## src/rtl/bus_qual_pkg.sv

```systemverilog
// Purpose: shared constants for the bus queue event qualifier
// Assumes: 32-bit Avalon-MM register window, word aligned
// Notes: byte offsets below are byte addresses on the bus
package bus_qual_pkg;

  // ==========================================================
  // register map (byte addresses)
  localparam logic [3:0] SEL_REG_ADDR = 4'h0;   // bus_event_select_reg0
  localparam logic [3:0] CTRL_REG_ADDR = 4'h4;  // counter enables
  localparam logic [3:0] CNT0_REG_ADDR = 4'h8;  // counter 0
  localparam logic [3:0] CNT1_REG_ADDR = 4'hC;  // counter 1

  // ==========================================================
  // event select register layout
  localparam int CODE_LSB = 25;
  localparam int CODE_MSB = 31;
  localparam int MASK_LSB = 9;
  localparam int MASK_MSB = 24;
  localparam int SEL_EN_BIT = 0;
  localparam logic [6:0] ALLOC_EVENT_CODE = 7'h03;
  localparam logic [31:0] SEL_RESET = 32'h0000_0000;
  localparam logic [31:0] SEL_WMASK = 32'hFFFF_FE01;

  // ==========================================================
  // event mask field positions (within the 16-bit mask)
  localparam int RT_LSB = 0;
  localparam int RT_MSB = 4;
  localparam int ALL_READ_BIT = 5;
  localparam int ALL_WRITE_BIT = 6;
  localparam int MEM_LSB = 7;
  localparam int MEM_MSB = 8;
  localparam int AGENT_LSB = 13;
  localparam int AGENT_MSB = 14;
  localparam int PREFETCH_BIT = 15;
  localparam logic [4:0] RT_DEFAULT = 5'h01;

  // ==========================================================
  // control register layout
  localparam int CNT0_EN_BIT = 0;
  localparam int CNT1_EN_BIT = 1;
  localparam logic [1:0] CTRL_RESET = 2'h0;

  // any selected bit of a two-bit mask field against a two-bit attribute
  function automatic logic field_hit(input logic [1:0] sel, input logic [1:0] attr);
    field_hit = |(sel & attr);
  endfunction

endpackage

```

## src/rtl/alloc_match.sv

```systemverilog
// Purpose: combinational mask match for one in_order_bus_queue allocation
// Assumes: inputs stable in the cycle alloc_valid_i is high
// Notes: sector or chunk size plays no part in the match
`timescale 1ns/1ps
module alloc_match (
  input wire logic alloc_valid_i,
  input wire logic [15:0] mask_i,
  input wire logic [4:0] req_type_i,
  input wire logic is_read_i,
  input wire logic is_write_i,
  input wire logic mem_uc_i,
  input wire logic mem_wc_i,
  input wire logic own_agent_i,
  input wire logic prefetch_i,
  output logic rt_hit_o,
  output logic mem_hit_o,
  output logic agent_hit_o,
  output logic match_o
);
  import bus_qual_pkg::*;

  logic read_ok;
  logic rd_hit;
  logic wr_hit;

  // ==========================================================
  // field terms
  // prefetch reads only pass the type and all-read terms when the prefetch bit is set; others ignore it
  always_comb begin
    read_ok = is_read_i && (!prefetch_i || mask_i[PREFETCH_BIT]);
    // whole five-bit field compared, value 00001 being the default type
    rt_hit_o = alloc_valid_i && (req_type_i == mask_i[RT_MSB:RT_LSB]) &&
               (!is_read_i || read_ok);
    rd_hit = alloc_valid_i && mask_i[ALL_READ_BIT] && read_ok;
    wr_hit = alloc_valid_i && mask_i[ALL_WRITE_BIT] && is_write_i;
    mem_hit_o = alloc_valid_i &&
                field_hit(mask_i[MEM_MSB:MEM_LSB], {mem_wc_i, mem_uc_i});
    agent_hit_o = field_hit(mask_i[AGENT_MSB:AGENT_LSB],
                            {!own_agent_i, own_agent_i});
    match_o = (rt_hit_o || rd_hit || wr_hit || mem_hit_o) && agent_hit_o;
  end

endmodule

```

## src/rtl/cache_ref_classify.sv

```systemverilog
// Purpose: read or write classification of a bus_unit_cache_ref_event access
// Assumes: status inputs reflect the access as it stands when observed
// Notes: registered, one cycle behind the access strobe
`timescale 1ns/1ps
module cache_ref_classify (
  input wire logic mclk_i,
  input wire logic rst_n_i,
  input wire logic valid_i,
  input wire logic load_i,
  input wire logic request_for_ownership_i,
  input wire logic writeback_i,
  input wire logic hit_i,
  output logic valid_o,
  output logic read_o,
  output logic write_o,
  output logic hit_o
);

  logic valid_q, valid_d, read_q, read_d, write_q, write_d, hit_q, hit_d;

  // ==========================================================
  // classification; a former prefetch is taken as it is now, no history kept
  always_comb begin
    valid_d = valid_i;
    read_d = valid_i && (load_i || request_for_ownership_i);
    write_d = valid_i && writeback_i && !(load_i || request_for_ownership_i);
    hit_d = valid_i && hit_i;
  end

  always_ff @(posedge mclk_i) begin
    if (!rst_n_i) begin
      valid_q <= 1'b0;
      read_q <= 1'b0;
      write_q <= 1'b0;
      hit_q <= 1'b0;
    end else begin
      valid_q <= valid_d;
      read_q <= read_d;
      write_q <= write_d;
      hit_q <= hit_d;
    end
  end

  assign valid_o = valid_q;
  assign read_o = read_q;
  assign write_o = write_q;
  assign hit_o = hit_q;

endmodule

```

## src/rtl/bus_queue_event_qualifier.sv

```systemverilog
// Purpose: qualifies in_order_bus_queue allocations against a programmed mask
// Assumes: all event inputs come from logic on mclk_i
// Notes: registers on Avalon-MM, one wait cycle per access
`timescale 1ns/1ps
module bus_queue_event_qualifier #(
  parameter int CNT_W = 32
) (
  input wire logic mclk_i,
  input wire logic rst_n_i,
  // Avalon-MM slave
  input wire logic [3:0] avs_address_i,
  input wire logic avs_read_i,
  input wire logic avs_write_i,
  input wire logic [3:0] avs_byteenable_i,
  input wire logic [31:0] avs_writedata_i,
  output logic [31:0] avs_readdata_o,
  output logic avs_waitrequest_o,
  // queue allocation strobe
  input wire logic alloc_valid_i,
  input wire logic [4:0] alloc_req_type_i,
  input wire logic alloc_is_read_i,
  input wire logic alloc_is_write_i,
  input wire logic alloc_mem_uc_i,
  input wire logic alloc_mem_wc_i,
  input wire logic alloc_own_i,
  input wire logic alloc_prefetch_i,
  input wire logic alloc_sector_i,
  // cache reference strobe
  input wire logic cref_valid_i,
  input wire logic cref_load_i,
  input wire logic cref_request_for_ownership_i,
  input wire logic cref_writeback_i,
  input wire logic cref_hit_i,
  // results
  output logic alloc_count_o,
  output logic cref_valid_o,
  output logic cref_read_o,
  output logic cref_write_o,
  output logic cref_hit_o
);
  import bus_qual_pkg::*;

  // ==========================================================
  // state
  logic [31:0] sel_q, sel_d;
  logic [1:0] ctrl_q, ctrl_d;
  logic [CNT_W-1:0] cnt0_q, cnt0_d, cnt1_q, cnt1_d;
  logic wait_q, wait_d;
  logic [31:0] rdata_q, rdata_d;
  logic count_q, count_d;
  logic [15:0] mask;
  logic sel_ok;
  logic match;
  logic rt_hit, mem_hit, agent_hit;
  logic wr_acc;
  logic wr_sel, wr_ctrl, wr_cnt0, wr_cnt1;

  // merge byte lanes of a write into an old word
  function automatic logic [31:0] lane_merge(input logic [31:0] old_v,
                                             input logic [31:0] new_v,
                                             input logic [3:0] be);
    logic [31:0] r;
    r = old_v;
    for (int i = 0; i < 4; i++) begin
      if (be[i]) begin
        r[8*i +: 8] = new_v[8*i +: 8];
      end
    end
    lane_merge = r;
  endfunction

  // ==========================================================
  // decode of the select register
  assign mask = sel_q[MASK_MSB:MASK_LSB];
  assign sel_ok = sel_q[SEL_EN_BIT] && (sel_q[CODE_MSB:CODE_LSB] == ALLOC_EVENT_CODE);

  // match terms for the current allocation
  alloc_match u_match (
    .alloc_valid_i(alloc_valid_i),
    .mask_i(mask),
    .req_type_i(alloc_req_type_i),
    .is_read_i(alloc_is_read_i),
    .is_write_i(alloc_is_write_i),
    .mem_uc_i(alloc_mem_uc_i),
    .mem_wc_i(alloc_mem_wc_i),
    .own_agent_i(alloc_own_i),
    .prefetch_i(alloc_prefetch_i),
    .rt_hit_o(rt_hit),
    .mem_hit_o(mem_hit),
    .agent_hit_o(agent_hit),
    .match_o(match)
  );

  // cache reference classifier, registered inside
  cache_ref_classify u_cref (
    .mclk_i(mclk_i),
    .rst_n_i(rst_n_i),
    .valid_i(cref_valid_i),
    .load_i(cref_load_i),
    .request_for_ownership_i(cref_request_for_ownership_i),
    .writeback_i(cref_writeback_i),
    .hit_i(cref_hit_i),
    .valid_o(cref_valid_o),
    .read_o(cref_read_o),
    .write_o(cref_write_o),
    .hit_o(cref_hit_o)
  );

  // ==========================================================
  // bus slave: waitrequest high on the first request cycle, low on the second
  // one fixed wait keeps read data registered without a decode stall
  // limitation: every access costs two cycles, reads and writes alike
  assign wr_acc = avs_write_i && !wait_q;
  assign wr_sel = wr_acc && (avs_address_i == SEL_REG_ADDR);
  assign wr_ctrl = wr_acc && (avs_address_i == CTRL_REG_ADDR);
  assign wr_cnt0 = wr_acc && (avs_address_i == CNT0_REG_ADDR);
  assign wr_cnt1 = wr_acc && (avs_address_i == CNT1_REG_ADDR);

  always_comb begin
    wait_d = 1'b1;
    rdata_d = rdata_q;
    if ((avs_read_i || avs_write_i) && wait_q) begin
      wait_d = 1'b0;
      rdata_d = 32'h0000_0000; // unmapped reads return zero
      unique case (avs_address_i)
        SEL_REG_ADDR: rdata_d = sel_q;
        CTRL_REG_ADDR: rdata_d = {30'h0, ctrl_q};
        CNT0_REG_ADDR: rdata_d = 32'(cnt0_q);
        CNT1_REG_ADDR: rdata_d = 32'(cnt1_q);
        default: rdata_d = 32'h0000_0000;
      endcase
    end
  end

  always_ff @(posedge mclk_i) begin
    if (!rst_n_i) begin
      wait_q <= 1'b1;
      rdata_q <= 32'h0000_0000;
    end else begin
      wait_q <= wait_d;
      rdata_q <= rdata_d;
    end
  end

  // ==========================================================
  // configuration registers; reserved select bits read as zero
  // ctrl only has lane 0; other lanes of a ctrl write are dropped
  always_comb begin
    sel_d = sel_q;
    ctrl_d = ctrl_q;
    if (wr_sel) begin
      sel_d = lane_merge(sel_q, avs_writedata_i, avs_byteenable_i) & SEL_WMASK;
    end
    if (wr_ctrl && avs_byteenable_i[0]) begin
      ctrl_d = avs_writedata_i[CNT1_EN_BIT:CNT0_EN_BIT];
    end
  end

  always_ff @(posedge mclk_i) begin
    if (!rst_n_i) begin
      sel_q <= SEL_RESET;
      ctrl_q <= CTRL_RESET;
    end else begin
      sel_q <= sel_d;
      ctrl_q <= ctrl_d;
    end
  end

  // ==========================================================
  // qualified count pulse, one per matching allocation of any size
  // a retried request arrives as a fresh allocation and is counted again
  // sector and chunk entries share one pulse, size never reaches the match
  always_comb begin
    count_d = alloc_valid_i && match && sel_ok;
  end

  always_ff @(posedge mclk_i) begin
    if (!rst_n_i) begin
      count_q <= 1'b0;
    end else begin
      count_q <= count_d;
    end
  end

  // ==========================================================
  // the two counters tied to select register zero; a software write wins
  // over an increment in the same cycle, so a preset value is never skewed
  always_comb begin
    cnt0_d = cnt0_q;
    cnt1_d = cnt1_q;
    if (wr_cnt0) begin
      cnt0_d = CNT_W'(lane_merge(32'(cnt0_q), avs_writedata_i, avs_byteenable_i));
    end else if (count_q && ctrl_q[CNT0_EN_BIT]) begin
      cnt0_d = cnt0_q + CNT_W'(1);
    end
    if (wr_cnt1) begin
      cnt1_d = CNT_W'(lane_merge(32'(cnt1_q), avs_writedata_i, avs_byteenable_i));
    end else if (count_q && ctrl_q[CNT1_EN_BIT]) begin
      cnt1_d = cnt1_q + CNT_W'(1);
    end
  end

  always_ff @(posedge mclk_i) begin
    if (!rst_n_i) begin
      cnt0_q <= '0;
      cnt1_q <= '0;
    end else begin
      cnt0_q <= cnt0_d;
      cnt1_q <= cnt1_d;
    end
  end

  assign avs_readdata_o = rdata_q;
  assign avs_waitrequest_o = wait_q;
  assign alloc_count_o = count_q;
endmodule

```

## config.mk

```make
export PLATFORM = sky130hd
export DESIGN_NAME = bus_queue_event_qualifier
export DESIGN_NICKNAME = d
export VERILOG_FILES = /design/src/rtl/bus_qual_pkg.sv /design/src/rtl/alloc_match.sv /design/src/rtl/cache_ref_classify.sv /design/src/rtl/bus_queue_event_qualifier.sv
export SDC_FILE = /design/constraint.sdc
export NUM_CORES = 1
export LEC_CHECK = 0
export ABC_CLOCK_PERIOD_IN_PS = 4350
export BUFFER_PORTS_ARGS = -buffer_cell sky130_fd_sc_hd__buf_2
export CORE_AREA = 2 2 130 132
export CTS_CLUSTER_SIZE = 40
export DETAILED_ROUTE_END_ITERATION = 16
export DIE_AREA = 0 0 132 134
export HOLD_SLACK_MARGIN = 0.06
export PLACE_DENSITY = 0.69
export SLEW_MARGIN = 20
export SYNTH_ARGS = -nofsm -noshare
export SYNTH_HDL_FRONTEND = slang
export SYNTH_SLANG_ARGS = --single-unit
export TNS_END_PERCENT = 1
```

## constraint.sdc

```tcl
create_clock -name mclk_i -period 4.35 [get_ports mclk_i]
set_input_delay 0.87 -clock mclk_i [delete_from_list [all_inputs] [get_ports mclk_i]]
set_output_delay 0.87 -clock mclk_i [all_outputs]
set_load 0.03 [all_outputs]
```

==> Word level (Yosys, flattened, before mapping) <==
Cells that the tools add are included.
{ "classes": {"addsub": 2, "reduce_logical": 54, "bitwise_logic": 2, "n_eq_ne": 13, "mux": 10} }
{ "ops": {"columns": ["op", "n"], "rows": [
  ["32-bit two-way mux", 4],
  ["32-bit one-hot mux with 4 select lines", 1],
  ["32-bit by 1-bit adder with 32-bit output (second input constant)", 2],
  ["8-bit two-way mux", 4],
  ["1-bit logical AND", 25],
  ["2-bit AND reduction", 12],
  ["2-bit != test (second input constant)", 8],
  ["4-bit == test (second input constant)", 2],
  ["7-bit by 2-bit == test with 1-bit output (second input constant)", 1],
  ["1-bit logical OR", 7],
  ["5-bit == test", 1],
  ["1-bit logical NOT", 5],
  ["2-bit bitwise AND", 2],
  ["4-bit by 3-bit == test with 1-bit output (second input constant)", 1],
  ["4-bit logical NOT", 1],
  ["2-bit nonzero test", 2],
  ["2-bit OR reduction", 2],
  ["1-bit two-way mux", 1]
]} }
{ "word_totals": {"regBits": 128, "elab_cells": 101, "output_inout_bits": 38, "in_bits": 62} }

==> Longest topological paths before layout <==
Gate-level depths: netlist of run 1.
{ "depth": {"ltp_word": 11, "ltp_mapped": 8, "depth_no_buf": 6} }

==> Cells and area by module <==
Synthesis of run 1 repeated with hierarchy kept, for this count alone.
{ "hier_totals": {"cells_unflattened": 877, "area_unflattened_um2": 7253.2} }
{ "modules_own_cells": {"columns": ["module", "seq_area_each_um2", "cells_per_inst", "area_each_um2", "n_inst"], "rows": [
  ["bus_queue_event_qualifier", 2482.4, 852, 7003.0, 1],
  ["alloc_match", 0.0, 16, 136.4, 1],
  ["cache_ref_classify", 80.1, 9, 113.9, 1]
]} }

==> Worst setup path after synthesis of run 1 <==
OpenSTA, ideal clock, no wires.
{ "synth_timing": {"path_kind": "in2reg", "start": "input port avs_address_i[2]", "end": "register cnt1_q[18]", "path_slack_ns": 1.896, "required_time_ns": 4.223, "t_arrival_ns": 2.327, "path_stages": 8, "setup_ns": 0.127, "n_path_buf": 3, "path_cell_list": "clkbuf_1 -> and2_0 -> clkbuf_1 -> a21oi_1 -> buf_4 -> nand3_1 -> o2111ai_1 -> o21ai_0"} }
{ "synth_via": {"elab_chain_len": 4, "elab_cells_between_ends": 6, "classes_between": "eq/ne (2); mux (1); reduce/logical (3)"} }
{ "synth_lines": {"columns": ["item", "line_no", "rtl"], "rows": [
  ["start, declared", "bus_queue_event_qualifier.sv:11", "input wire logic [3:0] avs_address_i,"],
  ["4-bit == test (*)", "bus_queue_event_qualifier.sv:117", "assign wr_cnt1 = wr_acc && (avs_address_i == CNT1_REG_ADDR);"],
  ["1-bit logical AND (*)", "bus_queue_event_qualifier.sv:117", null],
  ["2-bit != test (no source line) or 2-bit nonzero test (tied branches)", null, null],
  ["2-bit AND reduction (no source line)", null, null],
  ["end signal, assigned", "bus_queue_event_qualifier.sv:209", "cnt1_q <= cnt1_d;"],
  ["end, declared", "bus_queue_event_qualifier.sv:47", "logic [CNT_W-1:0] cnt0_q, cnt0_d, cnt1_q, cnt1_d;"]
]} }
Mark *: on every way between the ends. The rest lies on a longest branch, timed or not.
A chain may end at the register's enable or synchronous reset.

==> Worst setup path in the final report of run 1 <==
{ "layout_timing": {"start": "input port avs_address_i[3]", "end": "register cnt0_q[16]"} }
{ "layout_via": {"elab_chain_len": 4, "elab_cells_between_ends": 6, "classes_between": "eq/ne (2); mux (1); reduce/logical (3)"} }
{ "layout_lines": {"columns": ["item", "line_no", "rtl"], "rows": [
  ["4-bit == test (*)", "bus_queue_event_qualifier.sv:116", "assign wr_cnt0 = wr_acc && (avs_address_i == CNT0_REG_ADDR);"],
  ["1-bit logical AND (*)", "bus_queue_event_qualifier.sv:116", null],
  ["2-bit != test (no source line) or 2-bit nonzero test (tied branches)", null, null],
  ["2-bit AND reduction (no source line)", null, null],
  ["end signal, assigned", "bus_queue_event_qualifier.sv:208", "cnt0_q <= cnt0_d;"],
  ["end, declared", "bus_queue_event_qualifier.sv:47", null]
]} }
Marks and branches as above.

==> run metrics, run 1 <==
Final HPWL DP=16730 µm; port bufs=98; wire length per cell=around 19 µm; Logic pwr share=6.0%; sequential element share of the synthesized area=35.51%; number of clock sinks=128; post-CTS setup repair buffer count=0; hold bufs inserted after CTS=0; clock root buffer=clkbuf_16; die width=132 µm; Async SR Flop Fraction=0%; PwrDens=355.4 nW/µm²; gpl congestion=0.9431; worst path required time=4.66 ns; switching share of power=22.45%; crit-path max FO=34; placed cell area=between 7000 and 8000 µm²; number of synthesized register bits=128; Nets=around 1.1k; layout cell share with drive strength beyond 1=18.76%; Final Critical Period=2.862 ns; total gr overflow=0; initial antenna violation count=0; Avg Inst Size Synth=a little under 8 µm²; Slew Viols, Final=0; Final ANT Viol Nets=0; Int Pwr=approximately 2.3 mW; worst vdd ir=318.9 µV; CTS buffer count=17; setup violators final=0; Syn. warnings=0; Synth cell types=76; # DRC=0; area of the multi-input gates=4335 µm²; CP Class=in2reg; number of synthesized flops with an enable pin=0; startpoint type of the worst setup path=input pin; antenna cells=0; CP Capture Type=flop; Slew @ Worst Pin=~1.1 ns; Core Util, Final=~52%; worst skew pair latency=0.43 ns; Max Cap Viol=0; CTS tree=done; core area=16290 µm²; Clk pwr share=a little over half; Sequential Power Share=39.7%; most frequent cells in the layout=dfxtp_1, nand2_1, buf_2; most common cell after layout, fill and taps aside=dfxtp_1; Leak=3.080 nW; # IOs=100; Routed WL=23580 µm; final hold violations=0; Clock transition at path regs=roughly 0.060 ns; status=finished, final reports clean; first-pass detailed-route iteration total=6; sw power=0.6788 mW; setup tns final=0 ns; initial drt markers=approximately 770; Most used DFF post-synth=dfxtp_1; Worst Skew=between 0.01 and 0.015 ns; RSZ-0062 raised after global routing=no; crit path DAT=3.17 ns; Post-CTS Resized=0; GR Util All Layers=26.16%; number of H-tree levels=4; CTS Buffer Depth=2; Initial Util=44.30%; first-pass GRT wire length=36580 µm; syn nets=985; relative slew slack=22.93%; Fillers=about 1.6k; fin crit share=65.80%; Register Area=2562 µm²; Area growth syn-to-layout=17.87%; Die Ht=~130 µm; cell area after layout=8507 µm²; pin count of the biggest net entering global routing=40; die area=roughly 18000 µm²; number of global-route vias before repair=6792; Fmax=0.3494 GHz; worst hold path class=reg2reg; via count=about 7.6k; Post-Syn Instances=921; Rows=between 40 and 50; post-synthesis cell area=7217 µm²; number of vias per cell=6.210
worst paths after layout:
check,startpoint,to,slack (ns),cells past startpoint
setup / recovery,avs_address_i[3],cnt0_q[16],1.49,8
hold / removal,sel_q[20],sel_q[20],0.46,2
setup reg to reg,cnt0_q[5],cnt0_q[30],1.68,5
hold reg to reg,sel_q[20],sel_q[20],0.46,2
routing by layer:
layer	wire, µm	global-route usage [%]	up-vias
met5	0	0	-
met4	724	9.481	0
met3	1738	5.026	51
li1	-	-	3596
met1	9850	33.74	3588
met2	11270	43.72	354
critical path, stage by stage:
cell and delay (ns):
buf_2 0.57, nor2b_1 0.46, buf_4 0.24, a21oi_1 0.07
buf_4 0.21, a21oi_2 0.37, nor2_1 0.10, o221a_2 0.25
synth_stat cells (6+ instances only):
cell type / number / area, µm²
dfxtp_1: 128 / 2562
nand2_1: 102 / 382.9
a21oi_1: 92 / 460.4
nor2_1: 82 / 307.8
nand3_1: 62 / 310.3
o21ai_0: 52 / 260.3
clkbuf_1: 41 / 153.9
nand4_1: 28 / 175.2
nor3_1: 28 / 140.1
a22oi_1: 26 / 195.2
mux2i_1: 23 / 230.2
and3_1: 21 / 131.4
mux2_2: 21 / 236.5
and2_1: 16 / 100.1
buf_2: 15 / 75.07
a31oi_1: 13 / 81.33
nor4_1: 9 / 56.30
a32o_1: 7 / 70.07
buf_4: 7 / 52.55
o21a_1: 7 / 52.55
o22ai_1: 7 / 43.79
a21o_1: 6 / 45.04
a311oi_1: 6 / 52.55
and4_1: 6 / 52.55
inv_1: 6 / 22.52
or3_1: 6 / 37.54
or4_1: 6 / 45.04
state kept, by name, indices dropped and copies added, names as in the netlist:
register           flops
alloc_count_o          1
ctrl_q                 2
u_cref.read_o          1
cnt1_q                32
avs_waitrequest_o      1
u_cref.hit_o           1
avs_readdata_o        32
cnt0_q                32
u_cref.valid_o         1
sel_q                 24
u_cref.write_o         1
cell type report:
| type | instances | share of cell area (%) |
|---|---|---|
| clock inverter | 11 | 2.456 |
| timing repair buffer | 116 | 7.501 |
| multi-input combinational | 719 | 50.96 |
| sequential | 128 | 30.12 |
| inverter | 7 | 0.3089 |
| tap | 220 | 3.236 |
| clock buffer | 21 | 5.413 |
through the flow:
stage	worst slack [ns]	hold WS [ns]	power [mW]	cells
after floorplan	1.896	0.4368	1.322	921
after global placement	1.195	0.4438	1.402	1190
after detailed placement	1.198	0.4496	1.402	1190
after CTS	1.596	0.4596	3.038	1222
after global routing	1.437	0.4778	3.101	1222
final	1.488	0.4582	3.023	1222
kinds of logic after synthesis:
family | share of synthesized area, %
xor gates and xnor gates | 0.6069
AOI/OAI and AO/OA | 24.50
muxes | 6.779
and+or+nand+nor | 27.67
buffers and inverters | 4.594
DFF | 35.51
adders and majority gates | 0.3467
power by group through the flow:
stage | registers, mW | logic, mW | clock network [mW]
floorplan | 1.23 | 0.0959 | 0
global placement | 1.22 | 0.177 | 0
detailed placement | 1.22 | 0.177 | 0
CTS | 1.20 | 0.178 | 1.66
global route | 1.20 | 0.193 | 1.71
finish | 1.20 | 0.181 | 1.64
(Power assumes the default switching activity.)
==> run 2: changes to the inputs <==
ABC_CLOCK_PERIOD_IN_PS = 2300   (was 4350)
PLACE_DENSITY = 0.72   (was 0.69)
clock period = 2.3 ns   (was 4.35 ns; I/O delays follow)
==> run 2 against run 1 <==
  * Worst hold slack got worse by 0.20 ns
  * Flip-flop and latch count unchanged
  * Global-route usage increased by 0.67 points
  * Combinational power increased by 100%
  * Via count increased by 3.7%
  * Clock-buffer cell count increased by 1
  * Non-clock buffer count increased by 46
  * Critical path type is now reg2reg
  * Largest cell class unchanged
==> run metrics, run 2 (synthesis results as in run 1) <==
status=finished, final reports clean; die area=17690 µm² (unchanged); antenna cells=0 (unchanged); clock root buffer=clkbuf_16; Worst path most repeated cell=buf_4; setup violators final=0 (unchanged); initial drt markers=714 (-7.5%); relative slew slack=49.06% (+26 points); sw power=1.282 mW (+89%); Rows=47 (unchanged); Hold Path Depth=2 (unchanged); worst setup margin=0.1620 ns (-1.326 ns); crit path DAT=2.45 ns (-0.72 ns); Worst R2R Path Depth=8 (+3); Final Critical Period=about 2.1 ns; Max stage delay on crit path=0.54 ns (-0.03 ns); core area=16290 µm² (unchanged); first-pass detailed-route iteration total=5 (-1); Initial Util=44.30% (unchanged); pin count of the biggest net entering global routing=42 (+5.0%); Slew @ Worst Pin=0.7641 ns (-0.3824 ns); CTS Buffer Depth=2 (unchanged); fin crit share=92.96%; # IOs=100 (unchanged); most common cell after layout, fill and taps aside=dfxtp_1; CP Capture Type=flop; Area growth syn-to-layout=22.95%; crit-path max FO=11 (-68%); wire length per cell=18.88 µm (-2.2%); worst path required time=2.62 ns (-2.04 ns); number of H-tree levels=4 (unchanged); final hold violations=0 (unchanged); port bufs=98 (unchanged); CTS buffer count=17 (unchanged); number of vias per cell=6.210 (about the same); initial antenna violation count=0 (unchanged); Logic pwr share=6.7% (+0.7 points); hold bufs inserted after CTS=0 (unchanged); worst vdd ir=552.3 µV (+73%); Clock transition at path regs=0.06 ns (about the same); GR Util All Layers=26.83% (+0.67 points); worst skew pair latency=0.42 ns (about the same); Register Area=2562 µm² (unchanged); switching share of power=23.48% (+1.0 points); Clk pwr share=51.7% (-2.6 points); worst hold start=cref_writeback_i; CP cell instances=or4b_1, buf_4, nor2_4, buf_4, buf_12, nor2_1, o2bb2ai_1, a211oi_1; first-pass GRT wire length=37720 µm (+3.1%); Leak=3.294 nW (+6.9%); Die Ht=134 µm (unchanged); Post-CTS Resized=0 (unchanged); CP Class=reg2reg; via count=7868 (+3.7%); area of the multi-input gates=4335 µm² (unchanged); Nets=1099 (+4.4%); most frequent cells in the layout=dfxtp_1, nand2_1, buf_2; RR Startpoint=avs_waitrequest_o; Worst path slowest cell=or4b_1; Int Pwr=4.178 mW (+78%); # DRC=0 (unchanged); Final ANT Viol Nets=0 (unchanged); Fillers=1561 (-1.8%); Sequential Power Share=41.6% (+1.9 points); PwrDens=615.3 nW/µm² (+73%); number of global-route vias before repair=7344 (+8.1%); setup tns final=0 ns (unchanged); Final HPWL DP=17770 µm (+6.2%); number of clock sinks=128 (unchanged); Fmax=0.4677 GHz; Slew Viols, Final=0 (unchanged); gpl congestion=0.9587 (+1.7%); total gr overflow=0 (unchanged); Routed WL=23930 µm (+1.5%); DP Worst Slack=-0.008415 ns (-1.206 ns); worst hold path class=in2reg; worst setup path startpoint=avs_waitrequest_o; RSZ-0062 raised after global routing=no; post-CTS setup repair buffer count=0 (unchanged); Worst Skew=0.009496 ns (-0.005385 ns); Max Cap Viol=0 (unchanged); die width=132 µm (unchanged); CTS tree=done; startpoint type of the worst setup path=flop; layout cell share with drive strength beyond 1=22.35% (+3.6 points)
[run 2: cell type report]
| cell class | count | share of cell area, % |
|---|---|---|
| Inverter | 7 | 0.2961 |
| Multi-Input combinational cell | 719 | 48.86 |
| Clock buffer | 22 | 5.457 |
| Sequential cell | 128 | 28.88 |
| Tap cell | 220 | 3.102 |
| Timing Repair Buffer | 162 | 11.93 |
| Clock inverter | 9 | 1.481 |
[run 2: routing by layer]
layer	global-route usage, %	part of all wire [%]
met4	13.59	4.3
met5	0	0
met3	4.875	7.5
met2	43.55	46
met1	34.34	42
[run 2: worst max-delay path, delay by kind of cell, from the launching register on]
kind	cells	cell delay [ns]
AND/OR/NAND/NOR	3	0.73
buffers and inverters	3	0.56
AO/OA/AOI/OAI	2	0.39
flip-flops	1	0.34
[run 2: worst paths after layout]
| path | end | slack [ns] |
|---|---|---|
| worst max register to register | cnt1_q[24] | 0.16 |
| worst min register to register | sel_q[19] | 0.46 |
| worst min-delay path | u_cref.write_o | 0.26 |
| worst max-delay path | cnt1_q[24] | 0.16 |
[run 2: power by group through the flow]
stage | clock, mW | combinational, mW | sequential (mW)
2_1_floorplan | 0 | 0.181 | 2.32
3_3_place_gp | 0 | 0.356 | 2.32
3_5_place_dp | 0 | 0.357 | 2.32
4_1_cts | 2.85 | 0.359 | 2.27
5_1_grt | 2.94 | 0.388 | 2.27
6_report | 2.82 | 0.366 | 2.27
[run 2: through the flow]
step	instance area [µm²]	hold slack [ns]	power (mW)	utilization, %	instances
2_1_floorplan	7217	0.4368	2.500	-	921
3_3_place_gp	8258	0.4453	2.672	50.70	1236
3_5_place_dp	8258	0.4495	2.674	50.70	1236
4_1_cts	8874	0.2479	5.478	54.47	1267
5_1_grt	8874	0.2613	5.597	54.47	1267
6_report	8874	0.2601	5.460	54.47	1267
